$ cat src/phy_mgmt_cfg.svh
`ifndef PHY_MGMT_CFG_SVH
`define PHY_MGMT_CFG_SVH

// ==========================================================================
// Frame layout.
`define PM_PREAMBLE_LEN 6'h20
`define PM_HDR_BITS     6'h0C
`define PM_DATA_BITS    6'h10
`define PM_SKIP_BITS    6'h12
`define PM_TA_LAST      6'h01
`define PM_OP_READ      2'h2
`define PM_OP_WRITE     2'h1
`define PM_PHYAD_MIN    5'h01
`define PM_PHYAD_MAX    5'h05

// ==========================================================================
// Register addresses.
`define PM_REG_CTRL     5'h00
`define PM_REG_LAST_STD 5'h05
`define PM_REG_VEND_A   5'h1D
`define PM_REG_VEND_B   5'h1F

// ==========================================================================
// Control register fields and reset value.
`define PM_CTRL_RST     16'h3020
`define PM_B_SOFT_RST   15
`define PM_B_LOOP       14
`define PM_B_SPEED      13
`define PM_B_AN_ON      12
`define PM_B_PDOWN      11
`define PM_B_DETACH     10
`define PM_B_AN_KICK    9
`define PM_B_FDX        8
`define PM_B_XVAR       5
`define PM_B_STRAIGHT   4

`endif

$ cat src/phy_mgmt_pkg.sv
package phy_mgmt_pkg;

    typedef enum logic [2:0] {
        ST_IDLE,
        ST_START,
        ST_HDR,
        ST_TA,
        ST_DATA,
        ST_SKIP
    } mdio_state_t;

endpackage

$ cat src/phy_ctrl_port.sv
`include "phy_mgmt_cfg.svh"

module phy_ctrl_port (
    // Clock and reset.
    input  wire logic        clk,
    input  wire logic        sys_rst,
    // Register write and read.
    input  wire logic        wr_en,
    input  wire logic [15:0] wr_data,
    output logic      [15:0] ctrl_word,
    // Control outputs.
    output logic             soft_reset_pulse,
    output logic             mac_loopback,
    output logic             speed_100,
    output logic             autoneg_on,
    output logic             power_down,
    output logic             phy_detach,
    output logic             autoneg_kick,
    output logic             full_duplex,
    output logic             crossover_variant_select,
    output logic             straight_pair_force,
    // MAC to PHY boundary.
    input  wire logic        egress_en,
    input  wire logic [3:0]  egress_d,
    input  wire logic        phy_rx_dv,
    input  wire logic [3:0]  phy_rx_d,
    output logic             ingress_dv,
    output logic      [3:0]  ingress_d,
    output logic             line_tx_en,
    output logic      [3:0]  line_tx_d
);

    typedef struct packed {
        logic       srst;
        logic       loop;
        logic       spd;
        logic       an;
        logic       pd;
        logic       det;
        logic       kick;
        logic       fdx;
        logic       xvar;
        logic       strt;
        logic       idv;
        logic [3:0] id;
        logic       ten;
        logic [3:0] td;
    } port_st_t;

    port_st_t s_r;
    port_st_t s_nxt;
    logic [15:0] rst_v;

    assign rst_v = `PM_CTRL_RST;

    // ======================================================================
    // Field update and data path.
    always_comb begin
        s_nxt      = s_r;
        s_nxt.srst = 1'b0;
        s_nxt.kick = 1'b0;
        if (wr_en) begin
            // soft reset pulse
            if (wr_data[`PM_B_SOFT_RST]) begin
                s_nxt.srst = 1'b1;
                s_nxt.loop = rst_v[`PM_B_LOOP];
                s_nxt.spd  = rst_v[`PM_B_SPEED];
                s_nxt.an   = rst_v[`PM_B_AN_ON];
                s_nxt.pd   = rst_v[`PM_B_PDOWN];
                s_nxt.det  = rst_v[`PM_B_DETACH];
                s_nxt.fdx  = rst_v[`PM_B_FDX];
                s_nxt.xvar = rst_v[`PM_B_XVAR];
                s_nxt.strt = rst_v[`PM_B_STRAIGHT];
            end else begin
                // loopback bit store
                s_nxt.loop = wr_data[`PM_B_LOOP];
                // speed force
                s_nxt.spd  = wr_data[`PM_B_SPEED];
                // autoneg enable
                s_nxt.an   = wr_data[`PM_B_AN_ON];
                // power down
                s_nxt.pd   = wr_data[`PM_B_PDOWN];
                // isolate store
                s_nxt.det  = wr_data[`PM_B_DETACH];
                // autoneg restart pulse
                s_nxt.kick = wr_data[`PM_B_AN_KICK];
                // duplex force
                s_nxt.fdx  = wr_data[`PM_B_FDX];
                // crossover variant
                s_nxt.xvar = wr_data[`PM_B_XVAR];
                // straight pair force
                s_nxt.strt = wr_data[`PM_B_STRAIGHT];
            end
        end
        // loopback turnaround path
        s_nxt.idv = s_r.loop ? egress_en : phy_rx_dv;
        s_nxt.id  = s_r.loop ? egress_d : phy_rx_d;
        // transmit pair isolation
        s_nxt.ten = egress_en & ~s_r.loop & ~s_r.pd & ~s_r.det;
        s_nxt.td  = s_nxt.ten ? egress_d : 4'h0;
    end

    always_ff @(posedge clk) begin
        if (sys_rst) begin
            s_r      <= '0;
            s_r.loop <= rst_v[`PM_B_LOOP];
            s_r.spd  <= rst_v[`PM_B_SPEED];
            s_r.an   <= rst_v[`PM_B_AN_ON];
            s_r.pd   <= rst_v[`PM_B_PDOWN];
            s_r.det  <= rst_v[`PM_B_DETACH];
            s_r.fdx  <= rst_v[`PM_B_FDX];
            s_r.xvar <= rst_v[`PM_B_XVAR];
            s_r.strt <= rst_v[`PM_B_STRAIGHT];
        end else begin
            s_r <= s_nxt;
        end
    end

    // read-only zero bits
    assign ctrl_word = {1'b0, s_r.loop, s_r.spd, s_r.an, s_r.pd, s_r.det, 1'b0,
                        s_r.fdx, 2'h0, s_r.xvar, s_r.strt, 4'h0};

    assign soft_reset_pulse         = s_r.srst;
    assign mac_loopback             = s_r.loop;
    assign speed_100                = s_r.spd;
    assign autoneg_on               = s_r.an;
    assign power_down               = s_r.pd;
    assign phy_detach               = s_r.det;
    assign autoneg_kick             = s_r.kick;
    assign full_duplex              = s_r.fdx;
    assign crossover_variant_select = s_r.xvar;
    assign straight_pair_force      = s_r.strt;
    assign ingress_dv               = s_r.idv;
    assign ingress_d                = s_r.id;
    assign line_tx_en               = s_r.ten;
    assign line_tx_d                = s_r.td;
endmodule // phy_ctrl_port

$ cat src/phy_mgmt_control_register.sv
// Contract
// Frames with a PHY address of 1 to 5 are answered, each selecting the port of that number.
// Register addresses 0 to 5, 0x1D and 0x1F are served per port; others get no answer.
// Every port register is also reachable through the host port with its own mapping.
// Writing one to control bit 15 soft-resets the port PHY and the bit reads back zero.
// Control bit 14 enables MAC loopback for its port, resetting to zero.
// In loopback, switch egress for the port is turned back at the MAC/PHY boundary.
// The loopback bit of ports 3, 4 and 5 loops those ports in the same way.
// Control bit 13 forces 100 Mbps when set and 10 Mbps when clear, resetting to one.
// Control bit 12 enables auto-negotiation, resetting to one.
// Control bit 11 powers the port PHY down, resetting to zero.
// Control bit 10 isolates the PHY from its transmit pair, resetting to zero.
// Writing one to control bit 9 restarts auto-negotiation and the bit reads zero.
// Control bit 8 forces full duplex when set, resetting to zero.
// Control bit 5 selects between two crossover algorithms, resetting to one.
// Control bit 4 forces straight-through pairs when set, resetting to zero.
// Control bits 7 and 6 read zero and ignore writes.
`include "phy_mgmt_cfg.svh"

module phy_mgmt_control_register #(
    parameter int NPORTS = 5
) (
    // Clock and reset.
    input  wire logic                clk,
    input  wire logic                sys_rst,
    // Management serial pins.
    input  wire logic                mdc,
    input  wire logic                mdio_in,
    output logic                     mdio_out,
    output logic                     mdio_oe,
    // Host port.
    input  wire logic                host_req,
    input  wire logic                host_we,
    input  wire logic [2:0]          host_port,
    input  wire logic [4:0]          host_reg,
    input  wire logic [15:0]         host_wdata,
    output logic                     host_ack,
    output logic      [15:0]         host_rdata,
    // Per-port controls.
    output logic      [NPORTS-1:0]   soft_reset_pulse,
    output logic      [NPORTS-1:0]   mac_loopback,
    output logic      [NPORTS-1:0]   speed_100,
    output logic      [NPORTS-1:0]   autoneg_on,
    output logic      [NPORTS-1:0]   power_down,
    output logic      [NPORTS-1:0]   phy_detach,
    output logic      [NPORTS-1:0]   autoneg_kick,
    output logic      [NPORTS-1:0]   full_duplex,
    output logic      [NPORTS-1:0]   crossover_variant_select,
    output logic      [NPORTS-1:0]   straight_pair_force,
    // Per-port MAC/PHY boundary.
    input  wire logic [NPORTS-1:0]   egress_en,
    input  wire logic [4*NPORTS-1:0] egress_d,
    input  wire logic [NPORTS-1:0]   phy_rx_dv,
    input  wire logic [4*NPORTS-1:0] phy_rx_d,
    output logic      [NPORTS-1:0]   ingress_dv,
    output logic      [4*NPORTS-1:0] ingress_d,
    output logic      [NPORTS-1:0]   line_tx_en,
    output logic      [4*NPORTS-1:0] line_tx_d
);

    typedef struct packed {
        phy_mgmt_pkg::mdio_state_t st;
        logic [5:0]                cnt;
        logic [15:0]               sh;
        logic                      rd;
        logic [4:0]                phy;
        logic [4:0]                rga;
        logic                      mdc_q;
        logic                      mo;
        logic                      moe;
        logic [NPORTS-1:0]         wr_en;
        logic [15:0]               wr_data;
        logic                      hack;
        logic [15:0]               hrd;
    } mgmt_st_t;

    mgmt_st_t          s_r;
    mgmt_st_t          s_nxt;
    logic [15:0]       ctrl_word [NPORTS];
    logic              mdc_rise;

    function automatic logic reg_ok(input logic [4:0] a);
        return (a <= `PM_REG_LAST_STD) || (a == `PM_REG_VEND_A) || (a == `PM_REG_VEND_B);
    endfunction

    function automatic logic phy_ok(input logic [4:0] a);
        return (a >= `PM_PHYAD_MIN) && (a <= `PM_PHYAD_MAX);
    endfunction

    assign mdc_rise = mdc & ~s_r.mdc_q;

    // ======================================================================
    // Frame engine and host access.
    always_comb begin
        logic [4:0] p;
        logic [4:0] r;
        logic [1:0] op;
        p          = 5'h00;
        r          = 5'h00;
        op         = 2'h0;
        s_nxt      = s_r;
        s_nxt.mdc_q = mdc;
        s_nxt.wr_en = '0;
        s_nxt.hack = 1'b0;
        if (mdc_rise) begin
            unique case (s_r.st)
                phy_mgmt_pkg::ST_IDLE: begin
                    if (mdio_in) begin
                        if (s_r.cnt != `PM_PREAMBLE_LEN) s_nxt.cnt = s_r.cnt + 6'h01;
                    end else begin
                        s_nxt.st  = (s_r.cnt == `PM_PREAMBLE_LEN) ? phy_mgmt_pkg::ST_START
                                                                  : phy_mgmt_pkg::ST_IDLE;
                        s_nxt.cnt = 6'h00;
                    end
                end
                phy_mgmt_pkg::ST_START: begin
                    s_nxt.st  = mdio_in ? phy_mgmt_pkg::ST_HDR : phy_mgmt_pkg::ST_IDLE;
                    s_nxt.cnt = 6'h00;
                end
                phy_mgmt_pkg::ST_HDR: begin
                    s_nxt.sh  = {s_r.sh[14:0], mdio_in};
                    s_nxt.cnt = s_r.cnt + 6'h01;
                    if (s_nxt.cnt == `PM_HDR_BITS) begin
                        op = s_nxt.sh[11:10];
                        p  = s_nxt.sh[9:5];
                        r  = s_nxt.sh[4:0];
                        s_nxt.phy = p;
                        s_nxt.rga = r;
                        s_nxt.rd  = (op == `PM_OP_READ);
                        s_nxt.cnt = 6'h00;
                        s_nxt.st  = phy_mgmt_pkg::ST_SKIP;
                        // address decode
                        // R2 register decode
                        if (phy_ok(p) && reg_ok(r) &&
                            (op == `PM_OP_READ || op == `PM_OP_WRITE)) begin
                            s_nxt.st = phy_mgmt_pkg::ST_TA;
                            s_nxt.sh = 16'h0000;
                            if (r == `PM_REG_CTRL) s_nxt.sh = ctrl_word[3'(p - `PM_PHYAD_MIN)];
                        end
                    end
                end
                phy_mgmt_pkg::ST_TA: begin
                    s_nxt.cnt = s_r.cnt + 6'h01;
                    if (s_r.rd) begin
                        s_nxt.moe = 1'b1;
                        s_nxt.mo  = 1'b0;
                        s_nxt.cnt = 6'h00;
                        s_nxt.st  = phy_mgmt_pkg::ST_DATA;
                    end else if (s_r.cnt == `PM_TA_LAST) begin
                        s_nxt.cnt = 6'h00;
                        s_nxt.st  = phy_mgmt_pkg::ST_DATA;
                    end
                end
                phy_mgmt_pkg::ST_DATA: begin
                    s_nxt.cnt = s_r.cnt + 6'h01;
                    if (s_r.rd) begin
                        s_nxt.mo = s_r.sh[15];
                        s_nxt.sh = {s_r.sh[14:0], 1'b0};
                        if (s_r.cnt == `PM_DATA_BITS) begin
                            s_nxt.moe = 1'b0;
                            s_nxt.mo  = 1'b0;
                            s_nxt.cnt = 6'h00;
                            s_nxt.st  = phy_mgmt_pkg::ST_IDLE;
                        end
                    end else begin
                        s_nxt.sh = {s_r.sh[14:0], mdio_in};
                        if (s_nxt.cnt == `PM_DATA_BITS) begin
                            // per-port write select
                            if (s_r.rga == `PM_REG_CTRL)
                                s_nxt.wr_en[3'(s_r.phy - `PM_PHYAD_MIN)] = 1'b1;
                            s_nxt.wr_data = s_nxt.sh;
                            s_nxt.cnt     = 6'h00;
                            s_nxt.st      = phy_mgmt_pkg::ST_IDLE;
                        end
                    end
                end
                phy_mgmt_pkg::ST_SKIP: begin
                    s_nxt.cnt = s_r.cnt + 6'h01;
                    if (s_nxt.cnt == `PM_SKIP_BITS) begin
                        s_nxt.cnt = 6'h00;
                        s_nxt.st  = phy_mgmt_pkg::ST_IDLE;
                    end
                end
            endcase
        end
        // host port access
        if (host_req && !s_r.hack && s_nxt.wr_en == '0) begin
            s_nxt.hack = 1'b1;
            s_nxt.hrd  = 16'h0000;
            if (host_port < 3'(NPORTS) && host_reg == `PM_REG_CTRL) begin
                s_nxt.hrd = ctrl_word[host_port];
                if (host_we) begin
                    s_nxt.wr_en[host_port] = 1'b1;
                    s_nxt.wr_data          = host_wdata;
                end
            end
        end
    end

    always_ff @(posedge clk) begin
        if (sys_rst) begin
            s_r    <= '0;
            s_r.st <= phy_mgmt_pkg::ST_IDLE;
        end else begin
            s_r <= s_nxt;
        end
    end

    assign mdio_out   = s_r.mo;
    assign mdio_oe    = s_r.moe;
    assign host_ack   = s_r.hack;
    assign host_rdata = s_r.hrd;

    // ======================================================================
    // Port control registers.
    for (genvar i = 0; i < NPORTS; i++) begin : g_port
        phy_ctrl_port u_port (
            .clk                      (clk),
            .sys_rst                  (sys_rst),
            .wr_en                    (s_r.wr_en[i]),
            .wr_data                  (s_r.wr_data),
            .ctrl_word                (ctrl_word[i]),
            .soft_reset_pulse         (soft_reset_pulse[i]),
            .mac_loopback             (mac_loopback[i]),
            .speed_100                (speed_100[i]),
            .autoneg_on               (autoneg_on[i]),
            .power_down               (power_down[i]),
            .phy_detach               (phy_detach[i]),
            .autoneg_kick             (autoneg_kick[i]),
            .full_duplex              (full_duplex[i]),
            .crossover_variant_select (crossover_variant_select[i]),
            .straight_pair_force      (straight_pair_force[i]),
            .egress_en                (egress_en[i]),
            .egress_d                 (egress_d[4*i +: 4]),
            .phy_rx_dv                (phy_rx_dv[i]),
            .phy_rx_d                 (phy_rx_d[4*i +: 4]),
            .ingress_dv               (ingress_dv[i]),
            .ingress_d                (ingress_d[4*i +: 4]),
            .line_tx_en               (line_tx_en[i]),
            .line_tx_d                (line_tx_d[4*i +: 4])
        );
    end
endmodule // phy_mgmt_control_register

$ cat config.mk
export PLATFORM = sky130hd
export DESIGN_NAME = phy_mgmt_control_register
export DESIGN_NICKNAME = d
export VERILOG_FILES = /design/src/phy_mgmt_pkg.sv /design/src/phy_ctrl_port.sv /design/src/phy_mgmt_control_register.sv
export VERILOG_INCLUDE_DIRS = /design/src
export SDC_FILE = /design/constraint.sdc
export NUM_CORES = 1
export LEC_CHECK = 0
export BUFFER_PORTS_ARGS = -buffer_cell sky130_fd_sc_hd__buf_2
export CAP_MARGIN = 20
export CORE_MARGIN = 2
export CORE_UTILIZATION = 30
export CTS_BUF_LIST = sky130_fd_sc_hd__clkbuf_16
export DETAILED_ROUTE_END_ITERATION = 6
export HOLD_SLACK_MARGIN = 0.05
export MAX_ROUTING_LAYER = met4
export PLACE_DENSITY = 0.54
export SLEW_MARGIN = 20
export SYNTH_ARGS = -nofsm -noshare
export SYNTH_HDL_FRONTEND = slang
export SYNTH_HIERARCHICAL = 1
export SYNTH_SLANG_ARGS = --single-unit
export TNS_END_PERCENT = 5
$ cat constraint.sdc
create_clock -name clk -period 3.55 [get_ports clk]
set_clock_uncertainty 0.15 [all_clocks]
set_input_delay 0.71 -clock clk [delete_from_list [all_inputs] [get_ports clk]]
set_output_delay 0.71 -clock clk [all_outputs]
set_load 0.05 [all_outputs]
==> metrics.cfg, run 1 <==
[cts]
cts_resized=0
clockBufferDepth=2
htree_levels=4
post-cts-setup-buffers=0
cts_tree=yes
numCtsBuffers=17
cts_root_buf=clkbuf_16
clkLatencyLatePin_ns=0.44
cts_sinks=169
path_clk_slew_ns=0.07
hold_buffers=0

[global_routing]
track_usage_pct=17.0
grt_overflow=0
grtUsageMet2_pct=26.8
grt_max_degree=88
met1_usage_pct=21.1
grt_pass1_vias=7380
grt_pass1_wl_um=42200
grt_antenna_before_repair=1
busiest_layer=met2
grt_use_met3_pct=4.19

[synth]
syn-mean-instance-area_um2=9.10
netlist_area_um2=9260
ys_warn_count=6
netlist_instances=1018

[routing]
vias=7662
wl_per_cell_um=17.8
vias_per_cell=5.03
drtIter0Drc=478
drc=0
ant_nets=0
drt-total-wl_um=27100
dr.pass1.iters=5

[timing]
relSlewSlack_pct=31.2
tns_ns=0
finalHoldViolations=0
fmax_mhz=344
worst_slew_pin_slew_ns=1.03
period_needed_ns=2.91
period_share_pct=81.8
slew_viol_final=0
rsz0062_at_grt=false
setup_viol=0

[run]
max_cap_violations=0

[placed_design]
globalplace.congestion=0.792
io_buffers=192
dp_hpwl_um=19500
dp.cells=1491
place_area_um2=9870

[pwr]
p_comb_share_pct=9.0
pwr-share-seq_pct=45.5
clkPwrFrac_pct=45.5
internal_power_mw=3.11
powerDensity_nw_per_um2=406
p_leak_nw=4.16
ir_worst_vdd_v=0.000293
sw_frac_of_total_pct=26.9
p_sw_mw=1.14

[worst_setup_path]
worstSetupEndpoint=s_r[74]
ff2ff_path_depth=7
reg2reg_from=s_r[68]
worstPathArrival_ns=3.09
endpoint_kind=flip-flop
critPathLaunch=s_r[68]
worst_setup_path_start_kind=flip-flop
critPathKind=flip-flop to flip-flop
worstPathRequired_ns=3.73
r2r_slack_ns=0.64
r2r-end=s_r[74]
cp_max_fo=8

[hold_path]
min_path_type=flip-flop to flip-flop

[floorplan]
die_w_um=180
core_um2=30500
ios=199
rows=64
die_h_um=180
die_area_um2=32300
initial_core_util_pct=30.4

[layout]
postLayoutCoreUtil_pct=34.4
final_cells=1524
final_area_um2=10500
syn_to_final_growth_pct=13.2
nets=1202
drive_gt1_share_pct=27.5

[status]
status=finished clean

==> worst min path at each step <==
stage	startpoint	to	slack, ns	cells after the start
after floorplan	host_rdata[0]	host_rdata[0]	0.29	2
after global placement	host_rdata[9]	host_rdata[9]	0.29	2
after detailed placement	host_rdata[13]	host_rdata[13]	0.30	2
after CTS	host_rdata[4]	host_rdata[4]	0.30	2
after global routing	host_rdata[4]	host_rdata[4]	0.32	2
final	host_rdata[4]	host_rdata[4]	0.30	2
==> placed cells by master (no fill, tap or decap), types with 25 or more instances in the layout <==
cell      count
conb_1       40
buf_2       191
nor3_1       26
a21oi_1      87
dfxtp_1     169
and3_1       25
a22oi_1      28
nand2_1      50
mux2i_1      57
nor2_1       96
nand3b_1     25
==> stage by stage <==
step | power [mW] | setup slack [ns] | hold WS (ns)
3_5_place_dp | 2.36 | 0.671 | 0.295
4_1_cts | 4.30 | 0.660 | 0.304
3_3_place_gp | 2.36 | 0.724 | 0.293
2_1_floorplan | 2.27 | 0.851 | 0.287
6_report | 4.25 | 0.645 | 0.301
5_1_grt | 4.41 | 0.475 | 0.323
==> layer usage <==
metal / vias to the layer above / part of all wire (%)
li1: 3721 / -
met1: 3669 / 45
met5: - / 0
met3: 33 / 6.2
met4: 0 / 2.4
met2: 239 / 47
==> power by group through the flow <==
stage	sequential (mW)	combinational [mW]	clock (mW)
floorplan	2.08	0.191	0
global placement	1.98	0.379	0
detailed placement	1.98	0.379	0
CTS	1.94	0.380	1.98
global route	1.94	0.413	2.06
finish	1.94	0.382	1.94
==> worst max-delay path: stages, from the launching register on <==
cell and delay, ns:
dfxtp_1 0.48, ha_1 0.27, and4b_1 0.25, a211oi_2 0.09
nor3_1 0.42, o32ai_1 0.28, nor3_1 0.47, mux2_2 0.39
==> final cells by class <==
cell class / instances / area [um2]
Antenna cell: 1 / 2.50
Timing Repair Buffer: 215 / 1140
Sequential cell: 169 / 3380
Clock inverter: 15 / 181
Multi-Input combinational cell: 695 / 4800
Inverter: 16 / 60.1
Tap cell: 396 / 495
Clock buffer: 17 / 425
Fill cell: 3162 / 20000
==> registers in the layout, indices dropped and copies added, names as in the netlist, 16 cells and up <==
signal	count
g_port.u_port/line_tx_d	20
host_rdata	16
g_port.u_port/ingress_d	20
s_r	50
Power figures use the tool's default switching activity.
==> inputs of run 2 (changes only) <==
--- a/config.mk
+++ b/config.mk
@@ -14,7 +14,7 @@
 export DETAILED_ROUTE_END_ITERATION = 6
 export HOLD_SLACK_MARGIN = 0.05
 export MAX_ROUTING_LAYER = met4
-export PLACE_DENSITY = 0.54
+export PLACE_DENSITY = 0.56
 export SLEW_MARGIN = 20
 export SYNTH_ARGS = -nofsm -noshare
 export SYNTH_HDL_FRONTEND = slang
==> constraint.sdc (replaced) <==
create_clock -name clk -period 2.4 [get_ports clk]
set_clock_uncertainty 0.15 [all_clocks]
set_input_delay 0.48 -clock clk [delete_from_list [all_inputs] [get_ports clk]]
set_output_delay 0.48 -clock clk [all_outputs]
set_load 0.05 [all_outputs]
==> run 2 against run 1 <==
  * Clock power increased by 41%
  * Via count increased by 2.0%
  * Register-to-register slack worse by 0.61 ns
  * Non-clock buffer count rose by 45
  * Critical endpoint is now s_r[34]
  * Sequential share of layout area shrank 1.7 points
  * Maximum frequency increased by 23%
  * Sequential power is 47% higher
  * Worst hold slack worse by 0.19 ns
  * Total power is 45% higher
  * Global-route usage is 0.19 points lower
  * Largest cell class unchanged
==> metrics.cfg, run 2 (synthesis results as in run 1) <==
[layout]
drive_gt1_share_pct=32.2  ; +4.7 points
nets=1247  ; +3.7%
layout_common_cells=191 x buf_2, 164 x dfxtp_1, 96 x nor2_1
syn_to_final_growth_pct=19.6
regMostFlops=s_r
largest_register_ffs=50  ; unchanged
final_common_cell=buf_2
postLayoutCoreUtil_pct=36.3  ; +1.9 points
num-fill-cells=3131  ; -0.98%
final_cells=1569  ; +3.0%

[hold_path]
holdPathStages=3  ; +1
hold_end=g_port[3].u_port/ingress_d[1]
min_path_type=input pin to flip-flop
min_from=phy_rx_d[13]

[floorplan]
die_area_um2=32300  ; unchanged
die_h_um=180  ; unchanged
rows=64  ; unchanged
ios=199  ; unchanged
initial_core_util_pct=30.4  ; unchanged
core_um2=30500  ; unchanged
die_w_um=180  ; unchanged

[pwr]
internal_power_mw=4.44  ; +43%
ir_worst_vdd_v=0.000388  ; +32%
pwr-share-seq_pct=46.2  ; +0.7 points
powerDensity_nw_per_um2=559  ; +38%
p_sw_mw=1.75  ; +53%
clkPwrFrac_pct=44.1  ; -1.4 points
p_leak_nw=4.43  ; +6.5%
sw_frac_of_total_pct=28.3  ; +1.4 points
p_comb_share_pct=9.7  ; +0.7 points

[timing]
period_share_pct=98.6  ; +17 points
worst_slew_pin_slew_ns=0.642  ; -0.389 ns
setup_viol=0  ; unchanged
fmax_mhz=423  ; +23%
relSlewSlack_pct=57.2  ; +26 points
finalHoldViolations=0  ; unchanged
slew_viol_final=0  ; unchanged
period_needed_ns=2.37  ; -0.539 ns

[worst_setup_path]
slowest_stage=or3_4
critPathKind=flip-flop to flip-flop
ff2ff_path_depth=8  ; +1
max_stage_delay_ns=0.39  ; -0.09 ns
cp_max_fo=7  ; -1
endpoint_kind=flip-flop
reg2reg_from=s_r[68]
r2r-end=s_r[34]
cpMostUsedCell=buf_4
crit_chain=buf_4, ha_1, nand2_1, or3_4, o211ai_4, buf_4, nor4_2, a22o_1
worstPathArrival_ns=2.54  ; -0.55 ns
worst_setup_path_start_kind=flip-flop
worstPathRequired_ns=2.57  ; -1.16 ns
r2r_slack_ns=0.03  ; -0.61 ns

[cts]
cts_sinks=169  ; unchanged
numCtsBuffers=17  ; unchanged
cts_root_buf=clkbuf_16
cts_tree=yes
hold_buffers=0  ; unchanged
clkLatencyLatePin_ns=0.44  ; about the same
clockBufferDepth=2  ; unchanged
path_clk_slew_ns=0.08  ; about the same
htree_levels=4  ; unchanged

[routing]
drt-total-wl_um=27100  ; about the same
vias=7814  ; +2.0%
drc=0  ; unchanged
ant_nets=0  ; unchanged
drtIter0Drc=535  ; +12%
vias_per_cell=4.98  ; -0.94%
wl_per_cell_um=17.3  ; -2.9%
dr.pass1.iters=5  ; unchanged

[placed_design]
globalplace.congestion=0.880  ; +11%
dp.cells=1534  ; +2.9%
dp_hpwl_um=19700  ; +1.2%
io_buffers=192  ; unchanged

[global_routing]
grt_overflow=0  ; unchanged
grt_antenna_before_repair=1  ; unchanged
track_usage_pct=16.8  ; -0.19 points
grt_pass1_wl_um=41900  ; -0.82%
grt_pass1_vias=7450  ; +0.95%
grt_max_degree=77  ; -13%

[status]
status=finished clean

[run]
max_cap_violations=0  ; unchanged

run 2: timing repair:
action,in CTS,in global routing
pin swaps,1,5
gates resized for setup,7,22
setup endpoints to repair,17,28
cloned,0,1
buffers inserted,0,1
run 2: critical path: cells and delay by family, from the launching register on:
kind	cells	cell delay [ns]
buffers and inverters	2	0.35
adders and majority gates	1	0.25
and+or+nand+nor	3	0.59
DFF	1	0.36
AOI/OAI and AO/OA	2	0.56
run 2: worst max path at each step:
stage	from	endpoint	depth (start not counted)
2_1_floorplan	s_r[61]	s_r[57]	8
3_3_place_gp	host_reg[0]	s_r[34]	8
3_5_place_dp	s_r[68]	s_r[27]	8
4_1_cts	s_r[75]	s_r[36]	7
5_1_grt	s_r[76]	s_r[37]	7
6_report	s_r[68]	s_r[34]	8
run 2: power groups by stage:
stage	clock (mW)	combinational (mW)	sequential, mW
floorplan	0	0.282	3.08
global placement	0	0.587	2.92
detailed placement	0	0.591	2.92
CTS	2.79	0.593	2.86
global route	2.90	0.642	2.86
finish	2.73	0.599	2.86
run 2: layer usage:
layer	up-vias	track usage (%)	wire [um]	part of all wire, %
li1	3822	-	-	-
met1	3728	21.0	12100	45
met2	229	26.9	12900	48
met3	35	3.63	1520	5.6
met4	0	5.79	575	2.1
met5	-	-	0	0
run 2: layout make-up:
cell class                      instances  area, um2  area share [%]
Antenna cell                            1       2.50          0.0226
Clock buffer                           17        425            3.84
Clock inverter                         15        156            1.41
Inverter                               16       60.1           0.542
Multi-Input combinational cell        695       4950            44.7
Sequential cell                       169       3390            30.6
Tap cell                              396        495            4.47
Timing Repair Buffer                  260       1600            14.4
run 2: per-stage QoR:
stage	hold slack, ns	instance area (um2)	setup TNS, ns	setup WS (ns)	total power, mW
5_1_grt	0.119	11100	-0.0467	-0.0248	6.41
6_report	0.114	11100	0	0.0340	6.19
2_1_floorplan	0.287	9430	-0.00349	-0.00349	3.36
3_3_place_gp	0.292	10300	-0.345	-0.0669	3.51
4_1_cts	0.103	10900	-0.0205	-0.0118	6.24
3_5_place_dp	0.295	10300	-1.06	-0.0918	3.52
